`config.mk`:
```
export PLATFORM = sky130hd
export DESIGN_NAME = fswp_top
export DESIGN_NICKNAME = d
export VERILOG_FILES = /design/src/rtl/fswp_pkg.sv /design/src/rtl/fswp_lock_store.sv /design/src/rtl/fswp_top.sv
export VERILOG_INCLUDE_DIRS = /design/src /design/src/rtl
export SDC_FILE = /design/constraint.sdc
export NUM_CORES = 1
export LEC_CHECK = 0
export BUFFER_PORTS_ARGS = -buffer_cell sky130_fd_sc_hd__buf_4
export CAP_MARGIN = 5
export CORE_AREA = 5 5 110 112
export DETAILED_ROUTE_END_ITERATION = 10
export DIE_AREA = 0 0 115 117
export GPL_ROUTABILITY_DRIVEN = 0
export GPL_TIMING_DRIVEN = 0
export HOLD_SLACK_MARGIN = 0.03
export PLACE_DENSITY = 0.72
export SKIP_LAST_GASP = 1
export SYNTH_ARGS = -nofsm -noshare
export SYNTH_HDL_FRONTEND = slang
export SYNTH_SLANG_ARGS = --single-unit
```
`constraint.sdc`:
```
create_clock -name clk_sys_i -period 1.65 [get_ports clk_sys_i]
set_clock_uncertainty 0.1 [all_clocks]
set_input_delay 0.165 -clock clk_sys_i [delete_from_list [all_inputs] [get_ports clk_sys_i]]
set_output_delay 0.165 -clock clk_sys_i [all_outputs]
set_load 0.01 [all_outputs]
```
`src/rtl/fswp_cfg.svh`:
```
/*
  Constants for the flash section write protection block: lock field positions,
  reset values and pointer layout.
  Assumes inclusion by bare name from rtl/ files only.
*/
`ifndef FSWP_CFG_SVH
`define FSWP_CFG_SVH

// lock byte layout, as seen on lock read and write data
`define FSWP_LB_GEN_LO    0
`define FSWP_LB_GEN_HI    1
`define FSWP_LB_APP_LO    2
`define FSWP_LB_APP_HI    3
`define FSWP_LB_BOOT_LO   4
`define FSWP_LB_BOOT_HI   5
`define FSWP_LOCK_ERASED  8'hff
`define FSWP_FUSE_ERASED  1'b1

`define FSWP_APP_RESET_W  16'h0000
`define FSWP_SMALL_SPACE  32'h0001_0000
`define FSWP_PTR_W        24
`define FSWP_BLOCKED_BYTE 8'h00

`endif

```
`src/rtl/fswp_pkg.sv`:
```
/*
  Types shared by the protection block files.
  Assumes nothing beyond a SystemVerilog compiler.
*/
package fswp_pkg;

  typedef enum logic [2:0] {
    FSWP_CMD_FILL,
    FSWP_CMD_ERASE,
    FSWP_CMD_WRITE,
    FSWP_CMD_LOCK,
    FSWP_CMD_FUSE
  } fswp_cmd_t;

  typedef enum logic [1:0] {
    FSWP_PROT_OPEN,
    FSWP_PROT_NO_STORE,
    FSWP_PROT_NO_BOTH,
    FSWP_PROT_NO_LOAD
  } fswp_prot_t;

endpackage : fswp_pkg

```
`src/rtl/fswp_lock_store.sv`:
```
/*
  Nonvolatile-style holder for lock bits and the reset vector fuse.
  Assumes single clock, synchronous active high reset, one writer per cycle.
*/
`timescale 1ns/1ps
`include "fswp_cfg.svh"

module fswp_lock_store (
  input  wire logic       clk_sys_i,
  input  wire logic       rst_i,
  input  wire logic       sw_lock_wr_i,
  input  wire logic [7:0] sw_lock_data_i,
  input  wire logic       prog_lock_wr_i,
  input  wire logic [7:0] prog_lock_data_i,
  input  wire logic       prog_fuse_wr_i,
  input  wire logic       prog_fuse_data_i,
  input  wire logic       chip_erase_i,
  output logic      [7:0] lock_q_o,
  output logic            fuse_q_o
);
  import fswp_pkg::*;

  logic [7:0] lock_q;
  logic [7:0] lock_d;
  logic       fuse_q;
  logic       fuse_d;

  // lock programming only clears bits and erase alone sets them; the fuse takes any written value and keeps it through erase
  assign lock_d = chip_erase_i   ? `FSWP_LOCK_ERASED :
                  prog_lock_wr_i ? (lock_q & prog_lock_data_i) :
                  sw_lock_wr_i   ? (lock_q & (sw_lock_data_i | 8'hc0)) : lock_q;
  assign fuse_d = chip_erase_i   ? fuse_q :
                  prog_fuse_wr_i ? prog_fuse_data_i : fuse_q;

  // reset stands in for a blank part; real storage would not reset
  always_ff @(posedge clk_sys_i) begin
    if (rst_i) begin
      lock_q <= `FSWP_LOCK_ERASED;
      fuse_q <= `FSWP_FUSE_ERASED;
    end else begin
      lock_q <= lock_d;
      fuse_q <= fuse_d;
    end
  end

  always_ff @(posedge clk_sys_i) begin
    if (rst_i) begin
      lock_q_o <= `FSWP_LOCK_ERASED;
      fuse_q_o <= `FSWP_FUSE_ERASED;
    end else begin
      lock_q_o <= lock_d;
      fuse_q_o <= fuse_d;
    end
  end

endmodule : fswp_lock_store

```
`src/rtl/fswp_top.sv`:
```
/*
  Flash section protection and pointer logic for self-programming.
  Assumes the core presents one store or load request at a time, synchronous
  to clk_sys_i, and that the flash array accepts a command pulse each cycle.
*/
`timescale 1ns/1ps
`include "fswp_cfg.svh"

module fswp_top #(
  parameter int PROG_BYTES   = 65536,
  parameter int PAGE_WORDS   = 128,
  parameter int BOOT_START_W = 16'h7000
) (
  input  wire logic              clk_sys_i,
  input  wire logic              rst_i,
  // pointer register writes from the core
  input  wire logic              ptr_ext_wr_i,
  input  wire logic              ptr_hi_wr_i,
  input  wire logic              ptr_lo_wr_i,
  input  wire logic [7:0]        ptr_wdata_i,
  output logic      [7:0]        ptr_ext_o,
  output logic      [7:0]        ptr_hi_o,
  output logic      [7:0]        ptr_lo_o,
  // executing context
  input  wire logic [23:0]       exec_pc_i,
  input  wire logic              ivec_in_boot_i,
  output logic                   irq_mask_o,
  // program store instruction
  input  wire logic              store_req_i,
  input  wire fswp_pkg::fswp_cmd_t store_cmd_i,
  input  wire logic [15:0]       store_data_i,
  output logic                   store_go_o,
  output logic                   store_refused_o,
  output fswp_pkg::fswp_cmd_t    flash_cmd_o,
  output logic      [15:0]       flash_page_o,
  output logic      [7:0]        flash_word_o,
  output logic      [15:0]       flash_wdata_o,
  // program load instruction
  input  wire logic              load_req_i,
  output logic                   load_busy_o,
  output logic                   flash_rd_o,
  output logic      [22:0]       flash_raddr_o,
  input  wire logic [15:0]       flash_rdata_i,
  output logic                   load_valid_o,
  output logic                   load_blocked_o,
  output logic      [7:0]        load_data_o,
  // external programmer
  input  wire logic              prog_lock_wr_i,
  input  wire logic [7:0]        prog_lock_data_i,
  input  wire logic              prog_fuse_wr_i,
  input  wire logic              prog_fuse_data_i,
  input  wire logic              chip_erase_i,
  // status
  output logic      [7:0]        lock_bits_o,
  output logic      [15:0]       reset_addr_o,
  output fswp_pkg::fswp_prot_t   app_protection_mode_o,
  output fswp_pkg::fswp_prot_t   boot_protection_mode_o
);
  import fswp_pkg::*;

  localparam int  WORD_BITS = $clog2(PAGE_WORDS);
  localparam bit  HAS_EXT   = (PROG_BYTES > `FSWP_SMALL_SPACE);

  // refused while elaborating, so a bad size never reaches the logic
  if (PAGE_WORDS < 2 || PAGE_WORDS > 256 || (1 << WORD_BITS) != PAGE_WORDS) begin : g_bad_page
    $error("PAGE_WORDS must be a power of two from 2 to 256");
  end
  if (BOOT_START_W < 1 || BOOT_START_W > 16'hffff) begin : g_bad_boot
    $error("BOOT_START_W must fit 16 bits and be nonzero");
  end
  if (2 * BOOT_START_W >= PROG_BYTES) begin : g_bad_space
    $error("BOOT_START_W must lie inside the program space");
  end

  // ********************************************************************
  // decoding helpers
  // ********************************************************************
  function automatic fswp_prot_t mode_of(input logic hi, input logic lo);
    case ({hi, lo})
      2'b11:   mode_of = FSWP_PROT_OPEN;
      2'b10:   mode_of = FSWP_PROT_NO_STORE;
      2'b00:   mode_of = FSWP_PROT_NO_BOTH;
      default: mode_of = FSWP_PROT_NO_LOAD;
    endcase
  endfunction : mode_of

  function automatic logic in_boot(input logic [23:0] word_addr);
    in_boot = (word_addr >= 24'(BOOT_START_W));
  endfunction : in_boot

  // one decode per mode family, shared by both sections
  function automatic logic no_store(input fswp_prot_t mode);
    no_store = (mode == FSWP_PROT_NO_STORE) || (mode == FSWP_PROT_NO_BOTH);
  endfunction : no_store

  function automatic logic no_load(input fswp_prot_t mode);
    no_load = (mode == FSWP_PROT_NO_BOTH) || (mode == FSWP_PROT_NO_LOAD);
  endfunction : no_load

  // ********************************************************************
  // pointer registers
  // ********************************************************************
  logic [7:0]  ext_q;
  logic [7:0]  hi_q;
  logic [7:0]  lo_q;
  logic [7:0]  ext_d;
  logic [7:0]  hi_d;
  logic [7:0]  lo_d;
  logic [23:0] ptr;

  // the extension is tied off on small parts so it reads back zero
  assign ext_d = (HAS_EXT && ptr_ext_wr_i) ? ptr_wdata_i : ext_q;
  assign hi_d  = ptr_hi_wr_i ? ptr_wdata_i : hi_q;
  assign lo_d  = ptr_lo_wr_i ? ptr_wdata_i : lo_q;
  assign ptr   = {ext_q, hi_q, lo_q};

  always_ff @(posedge clk_sys_i) begin
    if (rst_i) begin
      ext_q <= 8'h00;
      hi_q  <= 8'h00;
      lo_q  <= 8'h00;
    end else begin
      ext_q <= ext_d;
      hi_q  <= hi_d;
      lo_q  <= lo_d;
    end
  end

  assign ptr_ext_o = ext_q;
  assign ptr_hi_o  = hi_q;
  assign ptr_lo_o  = lo_q;

  // ********************************************************************
  // lock and fuse storage
  // ********************************************************************
  logic [7:0] lock_q;
  logic       fuse_q;
  logic       sw_lock_wr;

  fswp_lock_store u_lock (
    .clk_sys_i        (clk_sys_i),
    .rst_i            (rst_i),
    .sw_lock_wr_i     (sw_lock_wr),
    .sw_lock_data_i   (store_data_i[7:0]),
    .prog_lock_wr_i   (prog_lock_wr_i),
    .prog_lock_data_i (prog_lock_data_i),
    .prog_fuse_wr_i   (prog_fuse_wr_i),
    .prog_fuse_data_i (prog_fuse_data_i),
    .chip_erase_i     (chip_erase_i),
    .lock_q_o         (lock_q),
    .fuse_q_o         (fuse_q)
  );

  assign lock_bits_o = lock_q;

  // ********************************************************************
  // section protection decode
  // ********************************************************************
  fswp_prot_t app_mode;
  fswp_prot_t boot_mode;
  logic       exec_boot;
  logic       tgt_boot;
  logic       ld_tgt_boot;
  logic       app_no_store;
  logic       boot_no_store;
  logic       app_no_load;
  logic       boot_no_load;
  logic [15:0] rst_addr_d;
  logic [15:0] rst_addr_q;
  fswp_prot_t  app_mode_q;
  fswp_prot_t  boot_mode_q;

  assign app_mode  = mode_of(lock_q[`FSWP_LB_APP_HI], lock_q[`FSWP_LB_APP_LO]);
  assign boot_mode = mode_of(lock_q[`FSWP_LB_BOOT_HI], lock_q[`FSWP_LB_BOOT_LO]);
  assign app_protection_mode_o  = app_mode_q;
  assign boot_protection_mode_o = boot_mode_q;

  // the general lock bits are deliberately left out of every term below
  assign app_no_store  = no_store(app_mode);
  assign boot_no_store = no_store(boot_mode);
  assign app_no_load   = no_load(app_mode);
  assign boot_no_load  = no_load(boot_mode);

  assign exec_boot   = in_boot(exec_pc_i);
  assign tgt_boot    = in_boot({1'b0, ptr[23:1]});
  assign ld_tgt_boot = tgt_boot;

  // vectors outside the protected section would otherwise fetch across the lock
  assign irq_mask_o = (app_no_load && ivec_in_boot_i && !exec_boot) ||
                      (boot_no_load && !ivec_in_boot_i && exec_boot);

  // reset vector selection
  assign rst_addr_d   = fuse_q ? `FSWP_APP_RESET_W : 16'(BOOT_START_W);
  assign reset_addr_o = rst_addr_q;

  // status outputs from flops; a lock or fuse write shows two cycles later
  always_ff @(posedge clk_sys_i) begin
    if (rst_i) begin
      rst_addr_q  <= `FSWP_APP_RESET_W;
      app_mode_q  <= FSWP_PROT_OPEN;
      boot_mode_q <= FSWP_PROT_OPEN;
    end else begin
      rst_addr_q  <= rst_addr_d;
      app_mode_q  <= app_mode;
      boot_mode_q <= boot_mode;
    end
  end

  // ********************************************************************
  // store path
  // ********************************************************************
  logic store_sec_ok;
  logic store_ok;
  logic store_flash;
  logic go_q;
  logic refuse_q;
  fswp_cmd_t cmd_q;
  logic [15:0] page_q;
  logic [7:0]  word_q;
  logic [15:0] wdata_q;
  logic [15:0] page_d;
  logic [7:0]  word_d;

  assign store_flash  = (store_cmd_i == FSWP_CMD_FILL) ||
                        (store_cmd_i == FSWP_CMD_ERASE) ||
                        (store_cmd_i == FSWP_CMD_WRITE);
  assign store_sec_ok = tgt_boot ? !boot_no_store : !app_no_store;
  // fuse commands from the core never reach the storage
  assign store_ok     = store_req_i && exec_boot &&
                        (store_cmd_i != FSWP_CMD_FUSE) &&
                        (!store_flash || store_sec_ok);
  assign sw_lock_wr   = store_ok && (store_cmd_i == FSWP_CMD_LOCK);

  assign word_d = 8'(ptr[WORD_BITS:1]);
  assign page_d = 16'(ptr[23:WORD_BITS+1]);

  always_ff @(posedge clk_sys_i) begin
    if (rst_i) begin
      go_q     <= 1'b0;
      refuse_q <= 1'b0;
    end else begin
      go_q     <= store_ok && store_flash;
      refuse_q <= store_req_i && !store_ok;
    end
  end

  // address frozen at start so the core may reuse the pointer at once
  always_ff @(posedge clk_sys_i) begin
    if (rst_i) begin
      cmd_q   <= FSWP_CMD_FILL;
      page_q  <= 16'h0000;
      word_q  <= 8'h00;
      wdata_q <= 16'h0000;
    end else if (store_ok && store_flash) begin
      cmd_q   <= store_cmd_i;
      page_q  <= page_d;
      word_q  <= word_d;
      wdata_q <= store_data_i;
    end
  end

  assign store_go_o      = go_q;
  assign store_refused_o = refuse_q;
  assign flash_cmd_o     = cmd_q;
  assign flash_page_o    = page_q;
  assign flash_word_o    = word_q;
  assign flash_wdata_o   = wdata_q;

  // ********************************************************************
  // load path
  // ********************************************************************
  typedef enum logic [1:0] {
    FSWP_LD_IDLE,
    FSWP_LD_READ,
    FSWP_LD_DONE
  } fswp_ld_st_t;

  fswp_ld_st_t ld_q;
  fswp_ld_st_t ld_d;
  logic        ld_block;
  logic        ld_take;
  logic        blk_q;
  logic        bsel_q;
  logic [22:0] raddr_q;
  logic [7:0]  data_q;
  logic [7:0]  data_d;
  logic        valid_q;

  // only cross-section reads are fenced; same-section reads stay open
  assign ld_block = ld_tgt_boot ? (boot_no_load && !exec_boot)
                                : (app_no_load && exec_boot);
  assign ld_take  = load_req_i && (ld_q == FSWP_LD_IDLE);

  always_comb begin
    ld_d = ld_q;
    case (ld_q)
      FSWP_LD_IDLE: if (load_req_i) ld_d = FSWP_LD_READ;
      FSWP_LD_READ: ld_d = FSWP_LD_DONE;
      FSWP_LD_DONE: ld_d = FSWP_LD_IDLE;
      default:      ld_d = FSWP_LD_IDLE;
    endcase
  end

  always_ff @(posedge clk_sys_i) begin
    if (rst_i) begin
      ld_q <= FSWP_LD_IDLE;
    end else begin
      ld_q <= ld_d;
    end
  end

  always_ff @(posedge clk_sys_i) begin
    if (rst_i) begin
      blk_q   <= 1'b0;
      bsel_q  <= 1'b0;
      raddr_q <= 23'h000000;
    end else if (ld_take) begin
      blk_q   <= ld_block;
      bsel_q  <= ptr[0];
      raddr_q <= ptr[23:1];
    end
  end

  // blocked reads never sample the array, so nothing protected leaks
  assign data_d = blk_q  ? `FSWP_BLOCKED_BYTE :
                  bsel_q ? flash_rdata_i[15:8] : flash_rdata_i[7:0];

  always_ff @(posedge clk_sys_i) begin
    if (rst_i) begin
      data_q  <= 8'h00;
      valid_q <= 1'b0;
    end else begin
      valid_q <= (ld_q == FSWP_LD_READ);
      if (ld_q == FSWP_LD_READ) begin
        data_q <= data_d;
      end
    end
  end

  assign flash_rd_o     = (ld_q == FSWP_LD_READ) && !blk_q;
  assign flash_raddr_o  = raddr_q;
  assign load_busy_o    = (ld_q != FSWP_LD_IDLE);
  assign load_valid_o   = valid_q;
  assign load_blocked_o = valid_q && blk_q;
  assign load_data_o    = data_q;

endmodule : fswp_top

```
# == Yosys cells after proc, flatten, opt, wreduce, memory -nomap -nowiden ==
# Cells that the tools add are included.
# classes
n_lt_le_gt_ge,2
n_eq_ne,16
n_mux,11
bitwise_logic,3
reduce_logical,38
# op_table
cell,count
$mux W8,4
$ge A24 B15 Y1 const B,1
$and A8 B8 Y8,2
$eq A2 B2 Y1 const B,8
$ge A15 B15 Y1 const B,1
$logic_and A1 B1 Y1,15
$mux W15,1
$pmux W2 S3,2
$logic_or A1 B1 Y1,8
$logic_not A1 Y1,7
$eq A2 B1 Y1 const B,3
$eq A3 B2 Y1 const B,2
$logic_not A2 Y1,3
$pmux W2 S2,1
$reduce_bool A2 Y1,2
$eq A3 B1 Y1 const B,1
$logic_not A3 Y1,1
$ne A3 B3 Y1 const B,1
$mux W1,2
$mux W2,1
$ne A2 B2 Y1 const B,1
$reduce_and A2 Y1,1
$reduce_or A2 Y1,1
$not A1 Y1,1
# word_totals
register_bits,109
in_bits,87
out_inout_bits,133
elab_cells,89

# == Logic depth before layout (Yosys ltp) ==
# depth
depth_word,11
ltp_mapped,9
ltp_nobuf,7

# == Cells and area by module ==
# Synthesis repeated with hierarchy kept, for this count alone.
# hier_totals
cells_unflattened,457
area_unflattened_um2,4236.6
# modules_own_cells
mod,n_inst,cells_each,area_per_inst_um2,seq_area_each_um2
fswp_top,1,413,3837.4,1701.6
fswp_lock_store,1,44,399.1,180.2

# == Worst setup path after synthesis ==
# Ideal clock, no wire load.
# synth_path
path_kind,reg-to-reg
from,register u_lock.lock_q_o[4]
to,register refuse_q (netlist: store_refused_o)
setup_time_ps,91
arrival_time_ps,1686
t_required_ps,1459
slack_ps,-227
path_stages_with_launch,8
n_path_buf,0
period_less_slack_ps,1877
path_cell_list,dfxtp_1 -> inv_1 -> ha_1 -> nor2_1 -> xnor2_1 -> mux2i_1 -> or3b_2 -> a311oi_1
# synth_between
elab_chain_cells,10
word_cells_on_any_way,13
classes_between,4 x eq/ne; 2 x mux; 7 x reduce/logical
# synth_rtl
element,line_no,text
from (decl),fswp_lock_store.sv:18,"output logic [7:0] lock_q_o,"
from (signal assigned),fswp_lock_store.sv:48,lock_q_o <= `FSWP_LOCK_ERASED;
from (signal assigned),fswp_lock_store.sv:51,lock_q_o <= lock_d;
$eq A2 B2 Y1 or $logic_not A2 Y1 (tied branches),fswp_top.sv:79,"case ({hi, lo})"
$pmux W2 S3 (*),fswp_top.sv:79,
$eq A2 B1 Y1 or $eq A2 B2 Y1 (tied branches),fswp_top.sv:93,no_store = (mode == FSWP_PROT_NO_STORE) || (mode == FSWP_PROT_NO_BOTH);
$logic_or A1 B1 Y1 (*),fswp_top.sv:93,
$logic_not A1 Y1 (*),fswp_top.sv:227,assign store_sec_ok = tgt_boot ? !boot_no_store : !app_no_store;
$mux W1 (*),fswp_top.sv:227,
$logic_or A1 B1 Y1 (*),fswp_top.sv:231,(!store_flash || store_sec_ok);
$logic_and A1 B1 Y1 (*),fswp_top.sv:230,(store_cmd_i != FSWP_CMD_FUSE) &&
$logic_not A1 Y1 (*),fswp_top.sv:243,refuse_q <= store_req_i && !store_ok;
$logic_and A1 B1 Y1 (*),fswp_top.sv:243,
to (signal assigned),fswp_top.sv:243,
to (decl),fswp_top.sv:216,logic refuse_q;
# Mark *: on every way between the ends. The rest lies on a longest branch, timed or not.
# A chain may end at the register's enable or synchronous reset.

# == Final worst setup path ==
# layout_path
from,register u_lock.lock_q_o[3]
to,register wdata_q[1] (netlist: flash_wdata_o[1])
# layout_between
elab_chain_cells,9
word_cells_on_any_way,12
classes_between,4 x eq/ne; 2 x mux; 6 x reduce/logical
# layout_rtl
element,line_no,text
$eq A2 B2 Y1 or $logic_not A2 Y1 (tied branches),fswp_top.sv:79,
$pmux W2 S3 (*),fswp_top.sv:79,
named net app_mode[0],fswp_top.sv:159,fswp_prot_t app_mode;
$eq A2 B1 Y1 or $eq A2 B2 Y1 (tied branches),fswp_top.sv:93,
$logic_or A1 B1 Y1 (*),fswp_top.sv:93,
$logic_not A1 Y1 (*),fswp_top.sv:227,
$mux W1 (*),fswp_top.sv:227,
$logic_or A1 B1 Y1 (*),fswp_top.sv:231,
$logic_and A1 B1 Y1 (*),fswp_top.sv:230,
$logic_and A1 B1 Y1 (*),fswp_top.sv:254,end else if (store_ok && store_flash) begin
to (signal assigned),fswp_top.sv:258,wdata_q <= store_data_i;
to (decl),fswp_top.sv:220,logic [15:0] wdata_q;
# Mark *: on every way through the listed nets, which the timed path passes. The rest lies on a longest branch.

==> flow_metrics.env <==
export IMPL_ys_warn_count=0
export IMPL_overflow=0
export IMPL_p_leak_nw=3.01
export IMPL_rsz0062_at_grt="yes"
export IMPL_grt_pass1_vias=3781
export IMPL_nets=786
export IMPL_report_final_setup_viol=36
export IMPL_cp_end_kind="register"
export IMPL_viasPerCell=4.50
export IMPL_critical_path_class="register to register"
export IMPL_cp_start_kind="register"
export IMPL_hold_violations=0
export IMPL_core_sq_um=11100
export IMPL_cp_arrival_ns=2.01
export IMPL_synth_area_top_cells="dfxtp_1, mux2i_1, nand2b_1"
export IMPL_p_int_w=0.00416
export IMPL_min_path_type="input pin to register"
export IMPL_clockBufferDepth=2
export IMPL_finalCriticalPeriod_ns=1.86
export IMPL_ff2ff_path_depth=8
export IMPL_cts_buffers=9
export IMPL_cts_sinks=94
export IMPL_avgSynthCellArea_sq_um=9.50
export IMPL_syn_cell_area_sq_um=4140
export IMPL_switching_share_pct=25.5
export IMPL_die_x_um=115
export IMPL_slew_headroom_pct=56.6
export IMPL_cts_root_buf="clkbuf_16"
export IMPL_rows=39
export IMPL_initial_core_util_pct=37.2
export IMPL_cap_violations=0
export IMPL_p_per_area_nw_per_um2=847
export IMPL_wirelength_mm=12.6
export IMPL_ant_nets=0
export IMPL_layout_setup_ws_ns=-0.209
export IMPL_antenna_found_initial=0
export IMPL_dr_pass1_iters=4
export IMPL_synth_top_area_share_pct=45.4
export IMPL_yosys_cell_types_count=34
export IMPL_tightestPinTransition_ns=0.650
export IMPL_area_growth_pct=59.0
export IMPL_clock_latency_ns=0.34
export IMPL_synth_cells=436
export IMPL_fin_area_sq_um=6590
export IMPL_place_hpwl_mm=9.51
export IMPL_drive_gt1_share_pct=39.3
export IMPL_die_area_sq_um=13500
export IMPL_grt_max_degree=18
export IMPL_seq_area_sq_um=1890
export IMPL_synth_ff_latch_count=94
export IMPL_clk_pin_slew_ns=0.07
export IMPL_comb_power_share_pct=17.3
export IMPL_critPathMaxFanout=10
export IMPL_dpl_cell_area_sq_um=5760
export IMPL_utilization_pct=59.2
export IMPL_ir_drop_mv=0.510
export IMPL_switchingPower_w=0.00142
export IMPL_layout_cells_most_common_list="buf_4, dfxtp_1, nand2b_1"
export IMPL_status="complete, but fails checks"
export IMPL_cts_tree="built"
export IMPL_finalCritPeriodShare_pct=113
export IMPL_insertedDiodeCount=0
export IMPL_pre_cts_slack_ns=-0.249
export IMPL_synth_top_cell_by_area="dfxtp_1"
export IMPL_h_tree_depth=3
export IMPL_synth_seq_area_share_pct=45.4
export IMPL_pwr_share_clk_pct=39.0
export IMPL_fillers=954
export IMPL_vias=3792
export IMPL_drt_iter0_drc=139
export IMPL_power_frac_seq_pct=43.8
export IMPL_drc=0
export IMPL_critPathRequiredTime_ns=1.80
export IMPL_drv_slew=0
export IMPL_io_buffers=165
export IMPL_multiInputGateArea_sq_um=2010
export IMPL_detail_route_wl_per_cell_um=14.9
export IMPL_violations="setup timing"
export IMPL_dieHeight_um=117
export IMPL_layout_commonest_cell="buf_4"
export IMPL_fmax_ghz=0.538
export IMPL_grt_usage_pct=18.3
export IMPL_ios=220
export IMPL_grt_pass1_wl_mm=19.3
export IMPL_worstHoldPathCells=3
export IMPL_tns_ns=-5.36
-- sequential cells by signal (all words and copies together), names as in the netlist --
register,cells
flash_page_o,8
ptr_lo_o,8
blk_q,1
ptr_hi_o,8
flash_raddr_o,15
reset_addr_o,1
store_refused_o,1
flash_wdata_o,16
app_protection_mode_o,2
flash_cmd_o,3
bsel_q,1
ld_q,2
load_data_o,8
u_lock.fuse_q,1
store_go_o,1
u_lock.lock_q_o,8
load_valid_o,1
boot_protection_mode_o,2
flash_word_o,7
-- routing by layer --
metal	track usage, %	share of wire (%)	vias up
met5	0	0	-
met4	5.40	1.4	0
met3	4.16	5.7	14
met2	33.7	54	123
met1	21.3	39	1777
li1	-	-	1878
-- synthesized netlist by cell type --
library cell,number
mux2_2,8
buf_12,4
nand2_1,44
o311a_1,1
o22ai_1,1
nor3b_2,1
a211o_1,1
o211ai_1,1
dfxtp_1,94
or3b_2,1
nor3_1,2
a21oi_1,16
and2_1,2
a311oi_1,1
o221ai_1,6
nor4_1,1
nor2b_1,5
nand3_1,2
nor2_1,38
nand2b_1,67
ha_1,4
nor4_2,1
nand4_2,1
xnor2_1,2
nor3b_1,1
a22oi_1,8
mux2i_1,50
o21ai_0,4
clkbuf_1,16
and3_4,1
conb_1,1
buf_1,4
buf_4,40
inv_1,7
-- power by group through the flow --
stage               clock [W]  sequential (W)  combinational [W]
finish                0.00217         0.00244           0.000963
floorplan                   0         0.00251           0.000441
global placement            0         0.00249           0.000836
CTS                   0.00223         0.00244           0.000964
detailed placement          0         0.00249           0.000855
global route          0.00234         0.00245            0.00105
-- per-stage QoR --
stage	hold WS [ns]	cells	power, W
6_report	0.0416	843	0.00558
5_1_grt	0.0480	843	0.00584
4_1_cts	0.0333	843	0.00563
3_5_place_dp	0.282	781	0.00335
3_3_place_gp	0.270	781	0.00332
2_1_floorplan	0.183	473	0.00295
-- area by class of cell --
class                   count  share of cell area [%]
multi-input cells         308                    30.6
flip-flops and latches     94                    28.7
repair buffers            214                    26.0
plain buffers              61                    6.78
clock buffers              10                    3.63
well taps                 143                    2.72
clock inverters             6                    1.16
inverters                   7                   0.437
-- repair_timing --
action                                  in CTS  in global routing
hold buffers                                34                  0
cloned                                       1                  0
pin swaps                                    6                  2
resized for setup                           11                  4
setup buffers                               12                  3
endpoints found under the setup margin      48                 53
hold endpoints to repair                    41                  0
-- logic make-up after synthesis --
| family | count (synthesis) | synth area share (%) |
|---|---|---|
| simple gates | 167 | 20.8 |
| flops | 94 | 45.4 |
| buf+inv | 71 | 11.6 |
| mux | 58 | 14.3 |
| compound gates | 39 | 6.13 |
| fa+ha+maj | 4 | 1.21 |
| xor+xnor | 2 | 0.423 |
| other cells | 1 | 0.0905 |
-- path summary, 6_finish.rpt --
| path | startpoint | to | slack (ns) |
|---|---|---|---|
| max | u_lock.lock_q_o[3] | flash_wdata_o[1] | -0.21 |
| min | chip_erase_i | u_lock.lock_q_o[3] | 0.04 |
| max reg2reg | u_lock.lock_q_o[3] | flash_wdata_o[1] | -0.21 |
| min reg2reg | u_lock.fuse_q | reset_addr_o[13] | 0.31 |
-- critical path, cell delays in order (launching register included) --
cell     delay (ns)
dfxtp_2        0.36
inv_4          0.05
ha_4           0.23
xnor2_1        0.12
mux2i_1        0.19
and3_4         0.22
buf_12         0.14
buf_12         0.14
mux2i_1        0.22
Note: power is estimated with default switching activity, not from simulation.
